**src/common/ssm_pkg.sv**
```systemverilog
// Constants for the shared serial module SPI port
// What this block does
// RULE1 - Master mode codes 000/001/010 clock the bit clock at system clock /4, /16, /64.
// RULE2 - Code 011 clocks master from sub clock; 100 at half timer-zero match rate.
// RULE3 - Code 101 is slave mode; serial clock comes only from the external master.
// RULE4 - Mode field selects SPI or I2C; 110 is I2C slave, 111 unused.
// RULE5 - Module enable low releases every interface line and idles the logic.
// RULE6 - Enable rising in SPI mode keeps all SPI control settings unchanged.
// RULE7 - Enable rising in I2C mode keeps direction/ack bits, resets I2C status flags.
// RULE8 - Slave with enable and select enable: early select rise sets incomplete and complete.
// RULE9 - An incomplete slave transfer raises the module interrupt when interrupts are enabled.
// RULE10 - Software writing incomplete flag to one does not set transfer complete flag.
// RULE11 - Incomplete flag is only set by hardware in SPI slave mode.
// RULE12 - Select enable one uses the select pin; zero leaves it floating.
// RULE13 - Master starts every transfer and drives clock; slave only follows.
// RULE14 - Software loads the data register before a transfer; all data passes through it.
// RULE15 - A received byte becomes readable in the data register.
// RULE16 - Full duplex, selectable bit order, selectable active edge, complete flag.
// RULE17 - Debounce select bits only matter in I2C mode, not in SPI.
// RULE18 - Bit 4 of the mode control register always reads zero.
// RULE19 - Masters needing several slaves drive extra selects from general I/O.
// RULE20 - Each transfer shifts exactly eight bits; complete flag follows the eighth sample.
// RULE21 - Data write during a transfer sets write collision and leaves the shift intact.
package ssm_pkg;
    // Register byte offsets
    localparam logic [7:0] OFF_MODE_CTRL = 8'h00;
    localparam logic [7:0] OFF_AUX_CTRL  = 8'h04;
    localparam logic [7:0] OFF_SHIFT_DAT = 8'h08;
    localparam logic [7:0] OFF_I2C_CTRL  = 8'h0c;
    // Values after reset
    localparam logic [2:0] RST_MODE      = 3'h7;
    localparam logic [7:0] RST_AUX       = 8'h00;
    localparam logic [7:0] RST_DATA      = 8'h00;
    // Operating mode codes
    localparam logic [2:0] MODE_DIV4     = 3'h0;
    localparam logic [2:0] MODE_DIV16    = 3'h1;
    localparam logic [2:0] MODE_DIV64    = 3'h2;
    localparam logic [2:0] MODE_SUB      = 3'h3;
    localparam logic [2:0] MODE_TMR      = 3'h4;
    localparam logic [2:0] MODE_SLAVE    = 3'h5;
    localparam logic [2:0] MODE_I2C      = 3'h6;
    // Half bit-clock periods in system clock cycles
    localparam logic [5:0] HALF_DIV4     = 6'(4 / 2);
    localparam logic [5:0] HALF_DIV16    = 6'(16 / 2);
    localparam logic [5:0] HALF_DIV64    = 6'(64 / 2);
    // Clock edges per byte, last edge index
    localparam logic [3:0] LAST_EDGE     = 4'hf;
    // Bus encodings
    localparam logic [2:0] HSIZE_WORD    = 3'h2;
endpackage

```
**src/rtl/ssm_bit_clock_div.sv**
```systemverilog
// Master bit clock half-period tick generator
`timescale 1ns/10ps
module ssm_bit_clock_div (
    // Clock and reset
    input  wire logic       clk,
    input  wire logic       rst_n,
    // Control
    input  wire logic       run,
    input  wire logic [2:0] mode,
    // Alternate clock sources, already in this domain
    input  wire logic       sub_edge,
    input  wire logic       tmr_match,
    // One pulse per half bit period
    output logic            tick
);
    typedef struct packed {
        logic [5:0] cnt;
    } ssm_div_state_t;

    ssm_div_state_t st;
    ssm_div_state_t next_st;
    logic [5:0]     half;

    always_comb begin
        next_st = st;
        tick    = 1'b0;
        case (mode)
            ssm_pkg::MODE_DIV4:  half = ssm_pkg::HALF_DIV4;
            ssm_pkg::MODE_DIV16: half = ssm_pkg::HALF_DIV16;
            default:             half = ssm_pkg::HALF_DIV64;
        endcase
        // Counter held at zero while idle so it draws no toggling power
        if (!run) begin
            next_st.cnt = 6'h00;
        end else if (mode == ssm_pkg::MODE_SUB) begin
            tick = sub_edge; // RULE2
        end else if (mode == ssm_pkg::MODE_TMR) begin
            tick = tmr_match; // RULE2
        end else if (st.cnt == half - 6'h01) begin
            tick        = 1'b1; // RULE1
            next_st.cnt = 6'h00;
        end else begin
            next_st.cnt = st.cnt + 6'h01;
        end
    end

    always_ff @(posedge clk or negedge rst_n) begin
        if (!rst_n) begin
            st <= '0;
        end else begin
            st <= next_st;
        end
    end
endmodule

```
**src/rtl/ssm_spi_port.sv**
```systemverilog
// Shared serial module SPI port with AHB-Lite register slave
`timescale 1ns/10ps
module ssm_spi_port (
    // Clock and reset
    input  wire logic        clk,
    input  wire logic        arst_n,
    // AHB-Lite slave
    input  wire logic        hsel,
    input  wire logic [7:0]  haddr,
    input  wire logic [1:0]  htrans,
    input  wire logic        hwrite,
    input  wire logic [2:0]  hsize,
    input  wire logic [31:0] hwdata,
    input  wire logic        hready,
    output logic             hreadyout,
    output logic             hresp,
    output logic [31:0]      hrdata,
    // Serial clock pin
    input  wire logic        sck_in,
    output logic             sck_out,
    output logic             sck_oe,
    // Serial data pins
    input  wire logic        sdi,
    output logic             sdo_out,
    output logic             sdo_oe,
    // Slave select pin
    input  wire logic        scs_n_in,
    output logic             scs_n_out,
    output logic             scs_n_oe,
    // Alternate master clock sources
    input  wire logic        sub_clk,
    input  wire logic        tmr_match,
    // Interrupt
    input  wire logic        irq_enable,
    output logic             module_irq
);
    typedef struct packed {
        logic [2:0]  mode;
        logic [1:0]  deb;
        logic        en;
        logic        icf;
        logic [1:0]  aux_hi;
        logic        cpol;
        logic        clock_active_edge;
        logic        bit_order_select;
        logic        slave_select_enable;
        logic        write_collision_flag;
        logic        transfer_complete_flag;
        logic [7:0]  data;
        logic [7:0]  sh;
        logic        rx;
        logic        busy;
        logic [3:0]  edge_cnt;
        logic        sck_lvl;
        logic        sck_d;
        logic        scs_d;
        logic        sub_d;
        logic        en_d;
        logic        i2c_transmit_direction;
        logic        i2c_ack_to_send;
        logic [4:0]  i2c_flags;
        logic        ph_wr;
        logic [7:0]  ph_addr;
        logic [31:0] rdata;
        logic        irq;
    } ssm_state_t;

    ssm_state_t  st;
    ssm_state_t  next_st;
    logic [1:0]  rst_q;
    logic        rst_n;
    logic [3:0]  sync_out;
    logic        sck_s;
    logic        sdi_s;
    logic        scs_s;
    logic        sub_s;
    logic        is_master;
    logic        is_slave;
    logic        spi_on;
    logic        div_tick;
    logic        sel_ok;
    logic        bit_edge;
    logic        smp;
    logic        done_ev;
    logic        abort_ev;
    logic        acc;
    logic        mc_wr;
    logic        ac_wr;
    logic        sd_wr;
    logic        i2_wr;
    logic [7:0]  wdat;

    function automatic logic [7:0] shift_in(input logic [7:0] v, input logic b,
                                            input logic msb_first);
        shift_in = msb_first ? {v[6:0], b} : {b, v[7:1]};
    endfunction

    // Reset release through two flops so all logic leaves reset together
    always_ff @(posedge clk or negedge arst_n) begin
        if (!arst_n) begin
            rst_q <= 2'h0;
        end else begin
            rst_q <= {rst_q[0], 1'b1};
        end
    end
    assign rst_n = rst_q[1];

    ssm_sync2 #(
        .W (4)
    ) u_sync (
        .clk   (clk),
        .rst_n (rst_n),
        .din   ({sub_clk, scs_n_in, sdi, sck_in}),
        .dout  (sync_out)
    );
    assign sck_s = sync_out[0];
    assign sdi_s = sync_out[1];
    assign scs_s = sync_out[2];
    assign sub_s = sync_out[3];

    // Codes 110 and 111 leave the SPI engine idle
    assign is_master = (st.mode <= ssm_pkg::MODE_TMR); // RULE4
    assign is_slave  = (st.mode == ssm_pkg::MODE_SLAVE); // RULE3
    assign spi_on    = st.en && (is_master || is_slave); // RULE5

    ssm_bit_clock_div u_div (
        .clk       (clk),
        .rst_n     (rst_n),
        .run       (spi_on && is_master && st.busy),
        .mode      (st.mode),
        .sub_edge  (sub_s != st.sub_d),
        .tmr_match (tmr_match),
        .tick      (div_tick)
    );

    // Slave follows the external clock while selected, or at all times with select enable off
    assign sel_ok   = !st.slave_select_enable || !scs_s; // RULE12
    assign bit_edge = is_master ? div_tick
                                : (spi_on && is_slave && sel_ok && sck_s != st.sck_d); // RULE13
    assign smp      = st.clock_active_edge ? st.edge_cnt[0] : !st.edge_cnt[0]; // RULE16
    assign done_ev  = bit_edge && st.edge_cnt == ssm_pkg::LAST_EDGE; // RULE20
    assign abort_ev = spi_on && is_slave && st.slave_select_enable && scs_s && !st.scs_d
                      && st.busy && !done_ev; // RULE8 RULE11

    assign acc   = hsel && htrans[1] && hready;
    assign wdat  = hwdata[7:0];
    assign mc_wr = st.ph_wr && st.ph_addr == ssm_pkg::OFF_MODE_CTRL;
    assign ac_wr = st.ph_wr && st.ph_addr == ssm_pkg::OFF_AUX_CTRL;
    assign sd_wr = st.ph_wr && st.ph_addr == ssm_pkg::OFF_SHIFT_DAT;
    assign i2_wr = st.ph_wr && st.ph_addr == ssm_pkg::OFF_I2C_CTRL;

    always_comb begin
        next_st       = st;
        next_st.sck_d = sck_s;
        next_st.scs_d = scs_s;
        next_st.sub_d = sub_s;
        next_st.en_d  = st.en;
        next_st.ph_wr   = acc && hwrite && hsize == ssm_pkg::HSIZE_WORD;
        next_st.ph_addr = haddr;

        // Software writes land first so hardware events below win over clears
        if (mc_wr) begin
            next_st.mode = wdat[7:5];
            next_st.deb  = wdat[3:2]; // RULE17
            next_st.en   = wdat[1];
            next_st.icf  = wdat[0]; // RULE10
        end
        if (ac_wr) begin
            next_st.aux_hi = wdat[7:6];
            next_st.cpol   = wdat[5];
            next_st.clock_active_edge   = wdat[4];
            next_st.bit_order_select    = wdat[3];
            next_st.slave_select_enable   = wdat[2];
            next_st.write_collision_flag   = wdat[1];
            next_st.transfer_complete_flag    = wdat[0];
        end
        if (i2_wr) begin
            next_st.i2c_transmit_direction  = wdat[0];
            next_st.i2c_ack_to_send = wdat[1];
        end
        if (sd_wr) begin
            if (st.busy) begin
                next_st.write_collision_flag = 1'b1; // RULE21
            end else begin
                next_st.data = wdat; // RULE14
                next_st.sh   = wdat;
                if (spi_on && is_master) begin
                    next_st.busy     = 1'b1; // RULE13
                    next_st.edge_cnt = 4'h0;
                end
            end
        end

        // Master clock rests at its idle level between bytes
        if (!st.busy) begin
            next_st.sck_lvl = st.cpol;
        end

        if (bit_edge) begin
            next_st.busy     = 1'b1;
            next_st.edge_cnt = st.edge_cnt + 4'h1;
            if (is_master) begin
                next_st.sck_lvl = !st.sck_lvl;
            end
            // Master takes its input bit half a bit late: the pin synchroniser
            // delays the peer's answer two clocks, a whole half period at /4
            if (smp) begin
                next_st.rx = sdi_s; // RULE16
            end else if (st.edge_cnt != 4'h0) begin
                next_st.sh = shift_in(st.sh, is_master ? sdi_s : st.rx, st.bit_order_select);
            end
            if (done_ev) begin
                next_st.sh       = shift_in(st.sh, (st.clock_active_edge || is_master) ? sdi_s : st.rx,
                                            st.bit_order_select);
                next_st.data     = next_st.sh; // RULE15
                next_st.transfer_complete_flag      = 1'b1; // RULE20
                next_st.busy     = 1'b0;
                next_st.edge_cnt = 4'h0;
            end
        end

        if (abort_ev) begin
            next_st.icf      = 1'b1; // RULE8
            next_st.transfer_complete_flag      = 1'b1;
            next_st.busy     = 1'b0;
            next_st.edge_cnt = 4'h0;
            next_st.sh       = st.data;
        end

        // Disabling drops any byte in flight; control bits are kept
        if (!spi_on) begin
            next_st.busy     = 1'b0; // RULE5
            next_st.edge_cnt = 4'h0;
        end

        // Enable rise reinitialises nothing in SPI mode; I2C status returns to default
        if (st.en && !st.en_d && st.mode == ssm_pkg::MODE_I2C) begin
            next_st.i2c_flags = 5'h00; // RULE6 RULE7
        end

        next_st.irq = irq_enable && (done_ev || abort_ev); // RULE9

        // Read data taken from the updated state so a preceding write is visible
        next_st.rdata = 32'h0000_0000;
        if (acc && !hwrite) begin
            if (haddr == ssm_pkg::OFF_MODE_CTRL) begin
                next_st.rdata[7:0] = {next_st.mode, 1'b0, next_st.deb,
                                      next_st.en, next_st.icf}; // RULE18
            end else if (haddr == ssm_pkg::OFF_AUX_CTRL) begin
                next_st.rdata[7:0] = {next_st.aux_hi, next_st.cpol, next_st.clock_active_edge,
                                      next_st.bit_order_select, next_st.slave_select_enable, next_st.write_collision_flag,
                                      next_st.transfer_complete_flag};
            end else if (haddr == ssm_pkg::OFF_SHIFT_DAT) begin
                next_st.rdata[7:0] = next_st.data;
            end else if (haddr == ssm_pkg::OFF_I2C_CTRL) begin
                next_st.rdata[7:0] = {1'b0, next_st.i2c_flags, next_st.i2c_ack_to_send, next_st.i2c_transmit_direction};
            end
        end
    end

    always_ff @(posedge clk or negedge rst_n) begin
        if (!rst_n) begin
            st      <= '0;
            st.mode <= ssm_pkg::RST_MODE;
            st.data <= ssm_pkg::RST_DATA;
            st.sh   <= ssm_pkg::RST_DATA;
            {st.aux_hi, st.cpol, st.clock_active_edge, st.bit_order_select, st.slave_select_enable, st.write_collision_flag, st.transfer_complete_flag}
                    <= ssm_pkg::RST_AUX;
            st.sck_d <= 1'b0;
            st.scs_d <= 1'b0;
        end else begin
            st <= next_st;
        end
    end

    // Zero wait state slave, always OKAY
    assign hreadyout  = 1'b1;
    assign hresp      = 1'b0;
    assign hrdata     = st.rdata;
    assign module_irq = st.irq;

    // Pin drivers; every enable drops with the module enable
    assign sck_out   = st.sck_lvl;
    assign sck_oe    = spi_on && is_master; // RULE3 RULE5
    assign sdo_out   = st.bit_order_select ? st.sh[7] : st.sh[0];
    assign sdo_oe    = spi_on && (is_master || sel_ok); // RULE5
    assign scs_n_out = !st.busy;
    assign scs_n_oe  = spi_on && is_master && st.slave_select_enable; // RULE12
endmodule

```
**src/rtl/ssm_sync2.sv**
```systemverilog
// Two flip-flop synchroniser for pin inputs
`timescale 1ns/10ps
module ssm_sync2 #(
    parameter int W = 4
) (
    // Clock and reset
    input  wire logic         clk,
    input  wire logic         rst_n,
    // Asynchronous levels in, synchronised out
    input  wire logic [W-1:0] din,
    output logic      [W-1:0] dout
);
    typedef struct packed {
        logic [W-1:0] s1;
        logic [W-1:0] s2;
    } ssm_sync_state_t;

    ssm_sync_state_t st;
    ssm_sync_state_t next_st;

    always_comb begin
        next_st    = st;
        next_st.s1 = din;
        next_st.s2 = st.s1;
    end

    always_ff @(posedge clk or negedge rst_n) begin
        if (!rst_n) begin
            st <= '0;
        end else begin
            st <= next_st;
        end
    end

    // First stage feeds only the second stage
    assign dout = st.s2;
endmodule

```
**config.mk**
```make
export PLATFORM = sky130hd
export DESIGN_NAME = ssm_spi_port
export DESIGN_NICKNAME = d
export VERILOG_FILES = /design/src/common/ssm_pkg.sv /design/src/rtl/ssm_bit_clock_div.sv /design/src/rtl/ssm_spi_port.sv /design/src/rtl/ssm_sync2.sv
export SDC_FILE = /design/constraint.sdc
export NUM_CORES = 1
export LEC_CHECK = 0
export ABC_AREA = 1
export BUFFER_PORTS_ARGS = -buffer_cell sky130_fd_sc_hd__buf_2
export CAP_MARGIN = 20
export CELL_PAD_IN_SITES_DETAIL_PLACEMENT = 1
export CELL_PAD_IN_SITES_GLOBAL_PLACEMENT = 1
export CORE_MARGIN = 10
export CORE_UTILIZATION = 43
export CTS_CLUSTER_DIAMETER = 40
export DETAILED_ROUTE_END_ITERATION = 8
export PLACE_DENSITY = 0.93
export SLEW_MARGIN = 10
export SYNTH_ARGS = -nofsm -noshare
export SYNTH_HDL_FRONTEND = slang
export SYNTH_SLANG_ARGS = --single-unit
```
**constraint.sdc**
```tcl
create_clock -name clk -period 7.8 [get_ports clk]
set_input_delay 1.17 -clock clk [delete_from_list [all_inputs] [get_ports clk]]
set_output_delay 1.17 -clock clk [all_outputs]
set_load 0.05 [all_outputs]
```
==> Yosys cells after proc, flatten, opt, wreduce, memory -nomap -nowiden <==
Cells that the tools add are included.
{ "classes": {"eq_ne": 21, "order_cmp": 1, "n_reduce_logical": 47, "add_sub_neg": 3, "mux": 45} }
{ "ops": {"columns": ["cell", "count"], "rows": [
  ["two-way mux 8 bit", 10],
  ["two-way mux 5 bit", 7],
  ["== test 8 x 4 -> 1 bit, second input constant", 4],
  ["two-way mux 16 bit", 2],
  ["logical AND 1 bit", 26],
  ["two-way mux 24 bit", 1],
  ["two-way mux 6 bit", 4],
  ["two-way mux 17 bit", 1],
  ["== test 8 x 3 -> 1 bit, second input constant", 2],
  ["zero test 8 bit", 2],
  ["two-way mux 1 bit", 16],
  ["two-way mux 7 bit", 2],
  ["case mux 6 bit (2 select lines)", 1],
  ["== test 3 bit, second input constant", 3],
  ["zero test 1 bit", 9],
  ["!= test 4 x 2 -> 1 bit, second input constant", 2],
  ["adder 6 x 1 -> 6 bit, second input constant", 1],
  ["== test 3 x 2 -> 1 bit, second input constant", 2],
  ["== test 6 bit", 1],
  ["subtractor 6 x 1 -> 6 bit, second input constant", 1],
  ["logical OR 1 bit", 5],
  ["adder 4 x 1 -> 4 bit, second input constant", 1],
  ["== test 4 bit, second input constant", 1],
  ["!= test 2 bit, second input constant", 2],
  ["9 further kinds", 11]
]} }
{ "word_totals": {"word_cells": 149, "out_inout_bits": 41, "inputBits": 56, "ff_bits": 83} }

==> Logic depth before layout (Yosys ltp) <==
Gate-level depths: netlist (run 1).
{ "depth": {"ltp_word": 16, "ltp_mapped": 15} }

==> Modules after synthesis <==
From an unflattened synthesis (run 1), not the netlist that was laid out.
{ "hier_totals": {"hier_cells": 605, "hier_area_um2": 4720.8} }
{ "by_module_without_submodules": {"columns": ["mod", "n_inst", "seq_area_each_um2", "area_per_inst_um2", "cells_each"], "rows": [
  ["ssm_spi_port", 1, 1730.4, 4037.6, 525],
  ["ssm_bit_clock_div", 1, 150.1, 483.0, 72],
  ["ssm_sync2", 1, 200.2, 200.2, 8]
]} }

==> Least setup slack after synthesis (run 1) <==
OpenSTA, ideal clock, no wires.
{ "synth_path": {"path_type": "reg-to-output", "startpoint": "register st[79] (netlist name)", "endpoint": "output port sdo_out", "arrival_time_ns": 1.853, "path_stages_with_launch": 4, "setup_slack_ns": 4.777, "n_path_buf": 2, "cell_sequence": "dfrtp_1 clkbuf_1 clkbuf_1 o21ai_0"} }
{ "synth_via": {"elab_chain_cells": 1} }
{ "synth_rtl": {"columns": ["item", "line_no", "source"], "rows": [
  ["start: declaration", "ssm_spi_port.sv:68", "ssm_state_t st;"],
  ["start signal: assignment", "ssm_spi_port.sv:272", "st <= next_st;"],
  ["two-way mux 1 bit", "ssm_spi_port.sv:285", "assign sdo_out = st.bit_order_select ? st.sh[7] : st.sh[0];"],
  ["end: declaration", "ssm_spi_port.sv:24", "output logic sdo_out,"]
]} }
Every way passes these cells.

==> Final worst setup path (run 1) <==
{ "layout_path": {"startpoint": "register st[90] (netlist name)", "endpoint": "output port sdo_oe"} }
{ "layout_via": {"elab_chain_cells": 4, "word_cells_on_any_way": 6, "cone_classes": "1 x order compare; 1 x eq/ne; 4 x reduce/logical"} }
{ "layout_rtl": {"columns": ["item", "line_no", "source"], "rows": [
  ["less-or-equal comparator 3 bit / == test 3 bit (equally long branches)", "ssm_spi_port.sv:122, ssm_spi_port.sv:123", null],
  ["logical OR 1 bit", "ssm_spi_port.sv:124", "assign spi_on = st.en && (is_master || is_slave);"],
  ["logical AND 1 bit", "ssm_spi_port.sv:124", null],
  ["logical AND 1 bit (*)", "ssm_spi_port.sv:286", "assign sdo_oe = spi_on && (is_master || sel_ok);"],
  ["end: declaration", "ssm_spi_port.sv:25", "output logic sdo_oe,"]
]} }
Mark *: on every way between the ends. The rest lies on a longest branch, timed or not.

==> impl_metrics.py, run 1 <==
metrics = {
    "setup_path": {
        "cp-start-kind": "flop",
        "timing.critical_path.fanout_max": 7,
        "required_ps": 6630,
        "crit-reg2reg-capture": "hrdata[7]",
        "timing.critical_path.arrival_ps": 1620,
        "timing.rr.start": "st[34]",
        "cp_top_family": "flip-flops",
        "critPathSlowestCell": "sky130_fd_sc_hd__dfstp_2",
        "setup.worst_path.start": "st[90]",
        "worst_path_largest_cell_delay_ps": 610,
        "criticalPathCategory": "reg2out",
        "critPathCaptureType": "output port",
        "crit_chain": "inv_2 -> nor2_4 -> a21oi_1 -> buf_2",
        "cp.depth": 4,
        "cp.buffers_inverters": 2,
        "critPathCapture": "sdo_oe",
        "timing.reg2reg.worst_path_depth": 10,
        "reg2reg_setup_slack_ps": 5130,
    },
    "final_layout": {
        "register_area_sq_um": 2080,
        "drive_above_1_share": 0.157,
        "final.fill_count": 1247,
        "flow.area_growth_from_synthesis_pct": 9.34,
        "multi_input_area_sq_um": 1760,
        "final_design_area_no_fill_sq_um": 4720,
        "layout.cells.non_filler": 706,
        "antenna_cells": 0,
        "finish.net_count": 627,
    },
    "die": {
        "die_area_sq_um": 14400,
        "start_util": 0.441,
        "ios": 97,
        "die_y_um": 120,
        "std_cell_rows": 36,
        "die_x_um": 120,
        "core_sq_um": 9770,
    },
    "synth": {
        "ys_seq_area_frac": 0.482,
        "synth_flop_cell": "sky130_fd_sc_hd__dfrtp_1",
        "async_set_or_reset_register_ratio_after_synthesis": 1.00,
        "synthesis.instances": 531,
        "yosysWarnings": 0,
        "netlist_area_sq_um": 4310,
        "synth-edff-count": 0,
        "synth-seq-cells": 83,
        "synthesis.area_per_instance_sq_um": 8.12,
        "synth.distinct_cells": 41,
    },
    "clock_tree": {
        "cts_num_sinks": 83,
        "tritoncts_clock_tree": "done",
        "worst_skew_pair.late_latency_ps": 370,
        "cts_hold_buf": 0,
        "clkTransAtPathRegs_ps": 90,
        "cts_repair_resize_count": 0,
        "clk_path_buf_depth": 2,
        "htree_num_levels": 3,
        "clock-root-buffer": "sky130_fd_sc_hd__clkbuf_8",
        "post_cts.repair.setup_buffers": 0,
        "cts-buffers-inserted": 9,
    },
    "sta": {
        "maxClockFrequency_mhz": 359,
        "slew_at_the_pin_closest_to_its_max_slew_limit_ps": 1090,
        "post_route_fraction_of_the_period_consumed_by_the_critical_path": 0.357,
        "relSlewSlack": 0.271,
        "report.final.setup_viol": 0,
        "setup_repair_after_global_routing_missed_its_margin": "no",
        "fin_skew_ps": 14.7,
        "layout_min_cycle_time_ps": 2790,
        "final.setup.tns_ps": 0,
        "slew_violations": 0,
        "final-hold-violation-count": 0,
    },
    "routing": {
        "final_antenna_net_count": 0,
        "wire_per_inst_um": 17.1,
        "dr.pass1.iters": 4,
        "vias_per_cell": 5.13,
        "detail_route.wirelength_um": 12100,
        "dr.first_iter.drc_count": 228,
        "post-route-drc-count": 0,
        "num_vias": 3621,
    },
    "grt": {
        "first_pass_grt_wire_length_um": 19800,
        "first_global_vias": 4108,
        "grt_max_degree": 82,
        "global_router_s_overall_resource_usage": 0.169,
        "number_of_antenna_violations_at_the_first_check_in_global_routing": 0,
        "grt.overflow.total": 0,
    },
    "placement": {
        "detailed_place_hpwl_um": 8770,
        "placed_cell_area_sq_um": 4490,
        "port_buffers": 45,
        "routabilityCongestion": 0.878,
        "numPlacedInstances": 688,
    },
    "pwr": {
        "vdd_ir_drop_max_uv": 124,
        "pwr_density_cell_nw_per_um2": 169,
        "cellLeakagePower_nw": 2.45,
    },
    "run": {
        "maxCapViolations": 0,
    },
    "outcome": {
        "status": "completed",
    },
    "hold_path": {
        "hp-class": "reg2async",
    },
}
flip-flops by register name, indices dropped and copies added, names as in the netlist:
| name | count |
|---|---|
| u_div.st | 6 |
| u_sync.dout | 4 |
| next_st | 1 |
| u_sync.next_st | 4 |
| hrdata | 8 |
| rst_q | 2 |
| module_irq | 1 |
| sck_out | 1 |
| st | 56 |
how the worst min path moves through the flow:
stage,slack (ps),endpoint
2_1_floorplan,330,rst_q[1]
3_3_place_gp,330,u_sync.dout[3]
3_5_place_dp,340,rst_q[1]
4_1_cts,360,u_sync.dout[3]
5_1_grt,280,st[63]
6_report,250,st[71]
stage by stage:
stage	hold slack (ps)	utilization	total power (W)	setup slack [ps]
floorplan	331	-	0.000499	4780
global placement	335	0.459	0.000504	4850
detailed placement	339	0.459	0.000506	4690
CTS	363	0.479	0.000801	5000
global route	285	0.483	0.000827	4780
finish	245	0.483	0.000797	5010
power by group:
group          switching, W  internal, W
clock network      0.000164     0.000134
registers        0.00000575     0.000437
logic             0.0000468    0.0000106
total              0.000216     0.000581
cell usage after synthesis, types with 2 or more instances:
cell / n / share of area
sky130_fd_sc_hd__nand4_1: 2 / 0.0029
sky130_fd_sc_hd__nor2_1: 34 / 0.030
sky130_fd_sc_hd__mux2i_1: 5 / 0.012
sky130_fd_sc_hd__buf_2: 4 / 0.0046
sky130_fd_sc_hd__and2_1: 7 / 0.010
sky130_fd_sc_hd__nand2_2: 4 / 0.0058
sky130_fd_sc_hd__nor2_2: 4 / 0.0058
sky130_fd_sc_hd__o22ai_1: 4 / 0.0058
sky130_fd_sc_hd__nor2_4: 3 / 0.0078
sky130_fd_sc_hd__xor2_1: 3 / 0.0061
sky130_fd_sc_hd__nor3_1: 3 / 0.0035
sky130_fd_sc_hd__dfstp_2: 3 / 0.018
sky130_fd_sc_hd__xnor2_1: 3 / 0.0061
sky130_fd_sc_hd__o21ai_0: 46 / 0.053
sky130_fd_sc_hd__o21a_1: 2 / 0.0035
sky130_fd_sc_hd__ha_1: 3 / 0.0087
sky130_fd_sc_hd__nand3_1: 43 / 0.050
sky130_fd_sc_hd__inv_2: 3 / 0.0026
sky130_fd_sc_hd__nor4_1: 6 / 0.0087
sky130_fd_sc_hd__clkbuf_1: 5 / 0.0044
sky130_fd_sc_hd__conb_1: 2 / 0.0017
sky130_fd_sc_hd__nand2_1: 127 / 0.11
sky130_fd_sc_hd__buf_4: 36 / 0.063
sky130_fd_sc_hd__nand2_4: 2 / 0.0052
sky130_fd_sc_hd__inv_1: 65 / 0.057
sky130_fd_sc_hd__o211ai_1: 3 / 0.0052
sky130_fd_sc_hd__nand3b_1: 2 / 0.0035
sky130_fd_sc_hd__dfrtp_1: 80 / 0.46
sky130_fd_sc_hd__a21oi_1: 13 / 0.015
sky130_fd_sc_hd__o21ai_1: 3 / 0.0035
final cells by class:
| class | instances | area share |
|---|---|---|
| multi-input combinational | 359 | 0.374 |
| clock buffer | 11 | 0.0321 |
| clock inverter | 5 | 0.00796 |
| inverter | 68 | 0.0541 |
| tap | 133 | 0.0353 |
| timing repair buffer | 47 | 0.0546 |
| sequential | 83 | 0.442 |
cell families after synthesis:
logic type,Yosys count,share of synthesized area
adders and majority gates,3,0.00870
and+or+nand+nor,242,0.253
muxes,6,0.0142
other,2,0.00174
AOI/OAI and AO/OA,75,0.0943
DFF,83,0.482
buffers and inverters,114,0.133
xor gates and xnor gates,6,0.0122
layer usage:
metal | up-vias | wire length [um] | GRT usage
li1 | 1707 | - | -
met4 | 0 | 281 | 0.0716
met5 | - | 0 | 0
met2 | 87 | 6060 | 0.293
met1 | 1803 | 5160 | 0.192
met3 | 24 | 583 | 0.0459
layout by cell type, fill, tap and decap left out, types with 2 or more instances in the layout:
| master | synthesis | routed |
|---|---|---|
| sky130_fd_sc_hd__nand2_2 | 4 | 4 |
| sky130_fd_sc_hd__nor4_2 | 0 | 2 |
| sky130_fd_sc_hd__o21a_1 | 2 | 2 |
| sky130_fd_sc_hd__nand2_4 | 2 | 2 |
| sky130_fd_sc_hd__xnor2_1 | 3 | 3 |
| sky130_fd_sc_hd__xor2_1 | 3 | 3 |
| sky130_fd_sc_hd__and2_1 | 7 | 7 |
| sky130_fd_sc_hd__nor2_4 | 3 | 3 |
| sky130_fd_sc_hd__ha_1 | 3 | 3 |
| sky130_fd_sc_hd__o211ai_1 | 3 | 3 |
| sky130_fd_sc_hd__mux2i_1 | 5 | 5 |
| sky130_fd_sc_hd__nor3_1 | 3 | 3 |
| sky130_fd_sc_hd__dfstp_2 | 3 | 3 |
| sky130_fd_sc_hd__nand2_1 | 127 | 127 |
| sky130_fd_sc_hd__inv_1 | 65 | 65 |
| sky130_fd_sc_hd__nand3b_1 | 2 | 2 |
| sky130_fd_sc_hd__clkbuf_8 | 0 | 11 |
| sky130_fd_sc_hd__buf_2 | 4 | 45 |
| sky130_fd_sc_hd__clkinvlp_4 | 0 | 2 |
| sky130_fd_sc_hd__nand3_1 | 43 | 43 |
| sky130_fd_sc_hd__nor2_1 | 34 | 34 |
| sky130_fd_sc_hd__o21ai_1 | 3 | 3 |
| sky130_fd_sc_hd__a21oi_1 | 13 | 13 |
| sky130_fd_sc_hd__o22ai_1 | 4 | 4 |
| sky130_fd_sc_hd__clkinv_4 | 0 | 2 |
| sky130_fd_sc_hd__o21ai_0 | 46 | 46 |
| sky130_fd_sc_hd__nor2_2 | 4 | 4 |
| sky130_fd_sc_hd__conb_1 | 2 | 27 |
| sky130_fd_sc_hd__nor4_1 | 6 | 4 |
| sky130_fd_sc_hd__dfrtp_1 | 80 | 79 |
| sky130_fd_sc_hd__nand4_1 | 2 | 2 |
| sky130_fd_sc_hd__inv_2 | 3 | 3 |
worst register-to-register path, delay by kind of cell (launching register included):
family,cells,cell delay [ps]
simple gates,7,1510
flops,1,370
buf+inv,1,370
compound gates,2,340
(Power assumes the default switching activity.)
==> run 2: changes to the inputs <==
ABC_AREA = 0   (was 1)
CORE_UTILIZATION = 38   (was 43)
PLACE_DENSITY = 0.83   (was 0.93)
clock period = 2.5 ns   (was 7.8 ns; I/O delays follow)
==> impl_metrics.py, run 2 <==
metrics = {
    "outcome": {
        "status": "completed",
    },
    "synth": {
        "async_set_or_reset_register_ratio_after_synthesis": 1.00,
        "yosysWarnings": 0,
        "yosys.cell_count.top_type": "sky130_fd_sc_hd__dfrtp_1",
        "synth-edff-count": 0,
        "synth_largest_type_area_fraction": 0.466,
        "ys_seq_area_frac": 0.484,
        "synth.cells.most_frequent": "sky130_fd_sc_hd__dfrtp_1 (80), sky130_fd_sc_hd__buf_4 (34), sky130_fd_sc_hd__mux2i_1 (31), sky130_fd_sc_hd__nand2_1 (24), sky130_fd_sc_hd__mux2_2 (23)",
        "synth_flop_cell": "sky130_fd_sc_hd__dfrtp_1",
        "synth.distinct_cells": 64,
        "synth_top_cells_by_area": "sky130_fd_sc_hd__dfrtp_1 (47%), sky130_fd_sc_hd__mux2i_1 (7.2%), sky130_fd_sc_hd__mux2_2 (6.0%)",
        "synthDominantAreaCellType": "sky130_fd_sc_hd__dfrtp_1",
        "netlist_area_sq_um": 4300,
        "synthesis.area_per_instance_sq_um": 10.8,
        "synth-seq-cells": 83,
        "synthesis.instances": 398,
    },
    "clock_tree": {
        "clock-root-buffer": "sky130_fd_sc_hd__clkbuf_16",
        "cts-buffers-inserted": 9,
        "cts_num_sinks": 83,
        "worst_skew_pair.late_latency_ps": 340,
        "clkTransAtPathRegs_ps": 60,
        "tritoncts_clock_tree": "done",
        "clk_path_buf_depth": 2,
        "htree_num_levels": 3,
    },
    "setup_path": {
        "reg2reg_setup_slack_ps": 30,
        "crit-reg2reg-capture": "hrdata[7]",
        "timing.critical_path.fanout_max": 6,
        "timing.critical_path.arrival_ps": 2750,
        "timing.reg2reg.worst_path_depth": 8,
        "required_ps": 2780,
        "cp-start-kind": "flop",
        "criticalPathCategory": "reg2reg",
        "timing.rr.start": "st[37]",
        "critPathCaptureType": "flop",
    },
    "grt": {
        "number_of_antenna_violations_at_the_first_check_in_global_routing": 0,
        "global_router_s_overall_resource_usage": 0.147,
        "first_pass_grt_wire_length_um": 19100,
        "grt_max_degree": 45,
        "grt.overflow.total": 0,
        "first_global_vias": 3549,
    },
    "final_layout": {
        "final_design_area_no_fill_sq_um": 5010,
        "finalCoreUtilization": 0.458,
        "final.fill_count": 1237,
        "regMostFlops": "st",
        "final_common_cell": "sky130_fd_sc_hd__dfrtp_1",
        "most_frequent_cells_in_the_layout": "sky130_fd_sc_hd__dfrtp_1 (79), sky130_fd_sc_hd__buf_2 (45), sky130_fd_sc_hd__mux2i_1 (30)",
        "drive_above_1_share": 0.295,
        "finish.net_count": 515,
        "antenna_cells": 0,
        "flow.area_growth_from_synthesis_pct": 16.4,
        "layout.cells.non_filler": 601,
        "max_reg_flops": 56,
    },
    "routing": {
        "vias_per_cell": 5.35,
        "num_vias": 3213,
        "post-route-drc-count": 0,
        "detail_route.wirelength_um": 11700,
        "wire_per_inst_um": 19.5,
        "dr.pass1.iters": 4,
        "final_antenna_net_count": 0,
        "dr.first_iter.drc_count": 150,
    },
    "die": {
        "core_sq_um": 10900,
        "std_cell_rows": 38,
        "start_util": 0.393,
        "die_y_um": 126,
        "die_x_um": 126,
        "die_area_sq_um": 16000,
        "ios": 97,
    },
    "sta": {
        "fin_skew_ps": 8.83,
        "maxClockFrequency_mhz": 405,
        "slew_at_the_pin_closest_to_its_max_slew_limit_ps": 632,
        "layout_min_cycle_time_ps": 2470,
        "report.final.setup_viol": 0,
        "slew_violations": 0,
        "post_route_fraction_of_the_period_consumed_by_the_critical_path": 0.988,
        "final-hold-violation-count": 0,
        "relSlewSlack": 0.579,
    },
    "placement": {
        "port_buffers": 45,
        "routabilityCongestion": 0.850,
        "numPlacedInstances": 578,
        "detailed_place_hpwl_um": 8470,
        "placed_cell_area_sq_um": 4640,
    },
    "hold_path": {
        "worst_hold_path_ep": "u_sync.next_st[3]",
        "hp-class": "in2reg",
        "timing.hold.worst_path_depth": 1,
        "hp-start": "sub_clk",
    },
    "pwr": {
        "cellLeakagePower_nw": 2.33,
        "pwr_density_cell_nw_per_um2": 556,
        "vdd_ir_drop_max_uv": 310,
    },
    "run": {
        "maxCapViolations": 0,
    },
}
## run 2: cell types whose count changed in the layout (fill, tap and decap cells not counted), moves of 22 or more
cell / delta
sky130_fd_sc_hd__nand2_1: -104
sky130_fd_sc_hd__inv_1: -53
sky130_fd_sc_hd__nand3_1: -28
sky130_fd_sc_hd__mux2i_1: +25
sky130_fd_sc_hd__o21ai_0: -25
sky130_fd_sc_hd__buf_4: +22
sky130_fd_sc_hd__mux2_2: +22
## run 2: routing by layer
metal  GRT usage  wire (um)  vias to the layer above  part of all wire
li1            -          -                     1479                 -
met1       0.177       5030                     1645              0.43
met2       0.246       5950                       74              0.51
met3      0.0333        502                       15             0.043
met4      0.0616        262                        0             0.022
met5           0          0                        -                 0
## run 2: cells by family after synthesis
family	share of synthesized area
AO/OA/AOI/OAI	0.127
XOR/XNOR	0.0102
adder cells (fa/ha/maj)	0.00873
buffers and inverters	0.0864
flip-flops	0.484
multiplexers	0.136
other	0.00175
AND/OR/NAND/NOR	0.146
## run 2: cell type report
class,instances,area (sq um),area share
Clock buffer,13,240,0.0480
Clock inverter,3,15.0,0.00300
Inverter,12,45.0,0.00900
Multi-Input combinational cell,279,1990,0.398
Sequential cell,83,2080,0.416
Tap cell,140,175,0.0350
Timing Repair Buffer,71,452,0.0902
## run 2: how the worst max path moves through the flow
stage,start,endpoint,cells after the start
after floorplan,rst_q[1],hrdata[0],0
after global placement,st[89],hrdata[6],8
after detailed placement,st[89],hrdata[6],9
after CTS,u_div.st[3],hrdata[5],8
after global routing,u_div.st[3],hrdata[1],7
final,st[37],hrdata[7],8
## run 2: metrics by stage
stage / TNS, ps / setup slack [ps] / total power (W) / hold WS, ps
global placement: 0 / 142 / 0.00161 / 161
finish: 0 / 28.9 / 0.00278 / 139
global route: -88.9 / -55.8 / 0.00290 / 127
floorplan: 0 / 22.4 / 0.00159 / 79.4
CTS: 0 / 22.8 / 0.00281 / 131
detailed placement: -8.09 / -8.09 / 0.00162 / 163
## run 2: report_power, final
part / total, W / switching (W) / internal [W] / leakage [nW]
Clock: 0.00119 / 0.000517 / 0.000669 / 0.127
Combinational: 0.000190 / 0.000146 / 0.0000448 / 1.17
Sequential: 0.00141 / 0.0000362 / 0.00137 / 1.03
## run 2: timing repair
item	CTS	global route
endpoints found under the hold margin	2	0
resized for setup	2	10
pin swaps	0	3
endpoints found under the setup margin	1	12
hold buffers	1	0
setup buffers	0	6
## run 2: worst max-delay path: stages, from the launching register on
cell                      delay, ps
sky130_fd_sc_hd__dfrtp_1        390
sky130_fd_sc_hd__or4b_4         590
sky130_fd_sc_hd__nor4_4         380
sky130_fd_sc_hd__buf_4          250
sky130_fd_sc_hd__nand2_1         70
sky130_fd_sc_hd__o21ai_0        120
sky130_fd_sc_hd__mux2i_1        130
sky130_fd_sc_hd__nor3_1         340
sky130_fd_sc_hd__a21o_1         130
==> run 3: changes to the inputs <==
PLACE_DENSITY = 0.75   (was 0.83)
==> impl_metrics.py, run 3 (synthesized netlist as in run 2, its figures left out) <==
metrics = {
    "setup_path": {
        "cp-start-kind": "flop",
        "critPathSlowestCell": "sky130_fd_sc_hd__or4b_4",
        "required_ps": 2730,
        "critPathCaptureType": "flop",
        "crit_chain": "or4b_4 -> nor3_4 -> nand2_4 -> mux2_4 -> or3b_1 -> a22o_1",
        "timing.critical_path.arrival_ps": 2640,
        "worst_path_largest_cell_delay_ps": 590,
        "criticalPathCategory": "reg2reg",
        "timing.critical_path.fanout_max": 5,
    },
    "outcome": {
        "status": "completed",
    },
    "die": {
        "std_cell_rows": 38,
        "core_sq_um": 10900,
        "start_util": 0.393,
        "ios": 97,
        "die_x_um": 126,
        "die_y_um": 126,
        "die_area_sq_um": 16000,
    },
    "final_layout": {
        "regMostFlops": "st",
        "antenna_cells": 0,
        "flow.area_growth_from_synthesis_pct": 17.1,
        "most_frequent_cells_in_the_layout": "sky130_fd_sc_hd__dfrtp_1 (79), sky130_fd_sc_hd__buf_2 (45), sky130_fd_sc_hd__mux2i_1 (30)",
        "max_reg_flops": 56,
        "final.fill_count": 1248,
        "drive_above_1_share": 0.307,
        "multi_input_area_sq_um": 1990,
        "finalCoreUtilization": 0.460,
        "register_area_sq_um": 2080,
        "finish.net_count": 516,
        "final_common_cell": "sky130_fd_sc_hd__dfrtp_1",
        "final_design_area_no_fill_sq_um": 5030,
    },
    "clock_tree": {
        "clkTransAtPathRegs_ps": 70,
        "htree_num_levels": 3,
        "cts_num_sinks": 83,
        "cts-buffers-inserted": 9,
        "clock-root-buffer": "sky130_fd_sc_hd__clkbuf_16",
        "clk_path_buf_depth": 2,
        "tritoncts_clock_tree": "done",
        "worst_skew_pair.late_latency_ps": 340,
    },
    "pwr": {
        "comb_power_share": 0.069,
        "internal_power_w": 0.00211,
        "vdd_ir_drop_max_uv": 422,
        "clockPowerShare": 0.444,
        "cellLeakagePower_nw": 2.35,
        "pwr_density_cell_nw_per_um2": 571,
        "net-switching-power_w": 0.000770,
        "power_switching_share": 0.268,
        "power.share.sequential": 0.487,
    },
    "sta": {
        "setup_repair_after_global_routing_missed_its_margin": "no",
        "slew_violations": 0,
        "layout_min_cycle_time_ps": 2410,
        "final-hold-violation-count": 0,
        "maxClockFrequency_mhz": 415,
        "slew_at_the_pin_closest_to_its_max_slew_limit_ps": 532,
        "post_route_fraction_of_the_period_consumed_by_the_critical_path": 0.965,
        "final.setup.tns_ps": 0,
        "relSlewSlack": 0.645,
        "report.final.setup_viol": 0,
        "fin_skew_ps": 7.74,
    },
    "routing": {
        "num_vias": 3174,
        "vias_per_cell": 5.27,
        "final_antenna_net_count": 0,
        "detail_route.wirelength_um": 11600,
        "dr.pass1.iters": 4,
        "wire_per_inst_um": 19.2,
        "post-route-drc-count": 0,
        "dr.first_iter.drc_count": 140,
    },
    "placement": {
        "placed_cell_area_sq_um": 4670,
        "port_buffers": 45,
        "routabilityCongestion": 0.815,
        "detailed_place_hpwl_um": 8610,
    },
    "grt": {
        "number_of_antenna_violations_at_the_first_check_in_global_routing": 0,
        "first_pass_grt_wire_length_um": 18900,
        "grt.overflow.total": 0,
        "first_global_vias": 3568,
        "grt_max_degree": 44,
        "global_router_s_overall_resource_usage": 0.144,
    },
    "run": {
        "maxCapViolations": 0,
    },
    "hold_path": {
        "hp-class": "in2reg",
    },
}
-- run 3: what timing repair did --
item,CTS,global route
setup endpoints to repair,0,18
hold endpoints to repair,2,0
gates resized for setup,0,11
buffers inserted,0,3
hold buffers,1,0
-- run 3: critical path, delay by kind of cell (launching register included) --
family,cells,cell delay [ps]
AO/OA/AOI/OAI,1,230
flip-flops,1,410
AND/OR/NAND/NOR,4,1320
multiplexers,1,330
-- run 3: power by group through the flow --
stage          sequential, W  clock (W)  combinational, W
3_5_place_dp         0.00143          0          0.000193
5_1_grt              0.00141    0.00137          0.000213
2_1_floorplan        0.00143          0          0.000161
4_1_cts              0.00140    0.00131          0.000195
6_report             0.00140    0.00128          0.000197
3_3_place_gp         0.00142          0          0.000188
-- run 3: final timing paths --
check	startpoint	end	slack, ps	depth (start not counted)
setup / recovery	st[37]	hrdata[2]	90	6
hold / removal	sdi	u_sync.next_st[1]	140	1
setup reg to reg	st[37]	hrdata[2]	90	6
hold reg to reg	rst_q[1]	st[56]	320	0
max in group asynchronous	rst_q[1]	st[67]	1560	1
min in group asynchronous	rst_q[1]	st[56]	320	0
-- run 3: through the flow --
step           power (W)  cells  hold WS (ps)  worst slack, ps
3_5_place_dp     0.00162    582           161             47.3
2_1_floorplan    0.00159    423          79.4             22.4
5_1_grt          0.00299    602           131             2.13
6_report         0.00288    602           142             88.4
4_1_cts          0.00290    599           134             28.0
3_3_place_gp     0.00161    582           159             94.8
-- run 3: layout make-up --
cell class,instances,area share
inverters,12,0.00895
clock inverters,7,0.0117
multi-input cells,279,0.395
repair buffers,72,0.0912
clock buffers,9,0.0447
well taps,140,0.0348
flip-flops and latches,83,0.414
-- run 3: routing by layer --
layer	share of wire	wire length [um]	track usage	vias to the layer above
met1	0.44	5110	0.176	1622
li1	-	-	-	1479
met4	0.0061	71	0.0281	0
met5	0	0	0	-
met2	0.50	5850	0.248	65
met3	0.048	554	0.0416	8
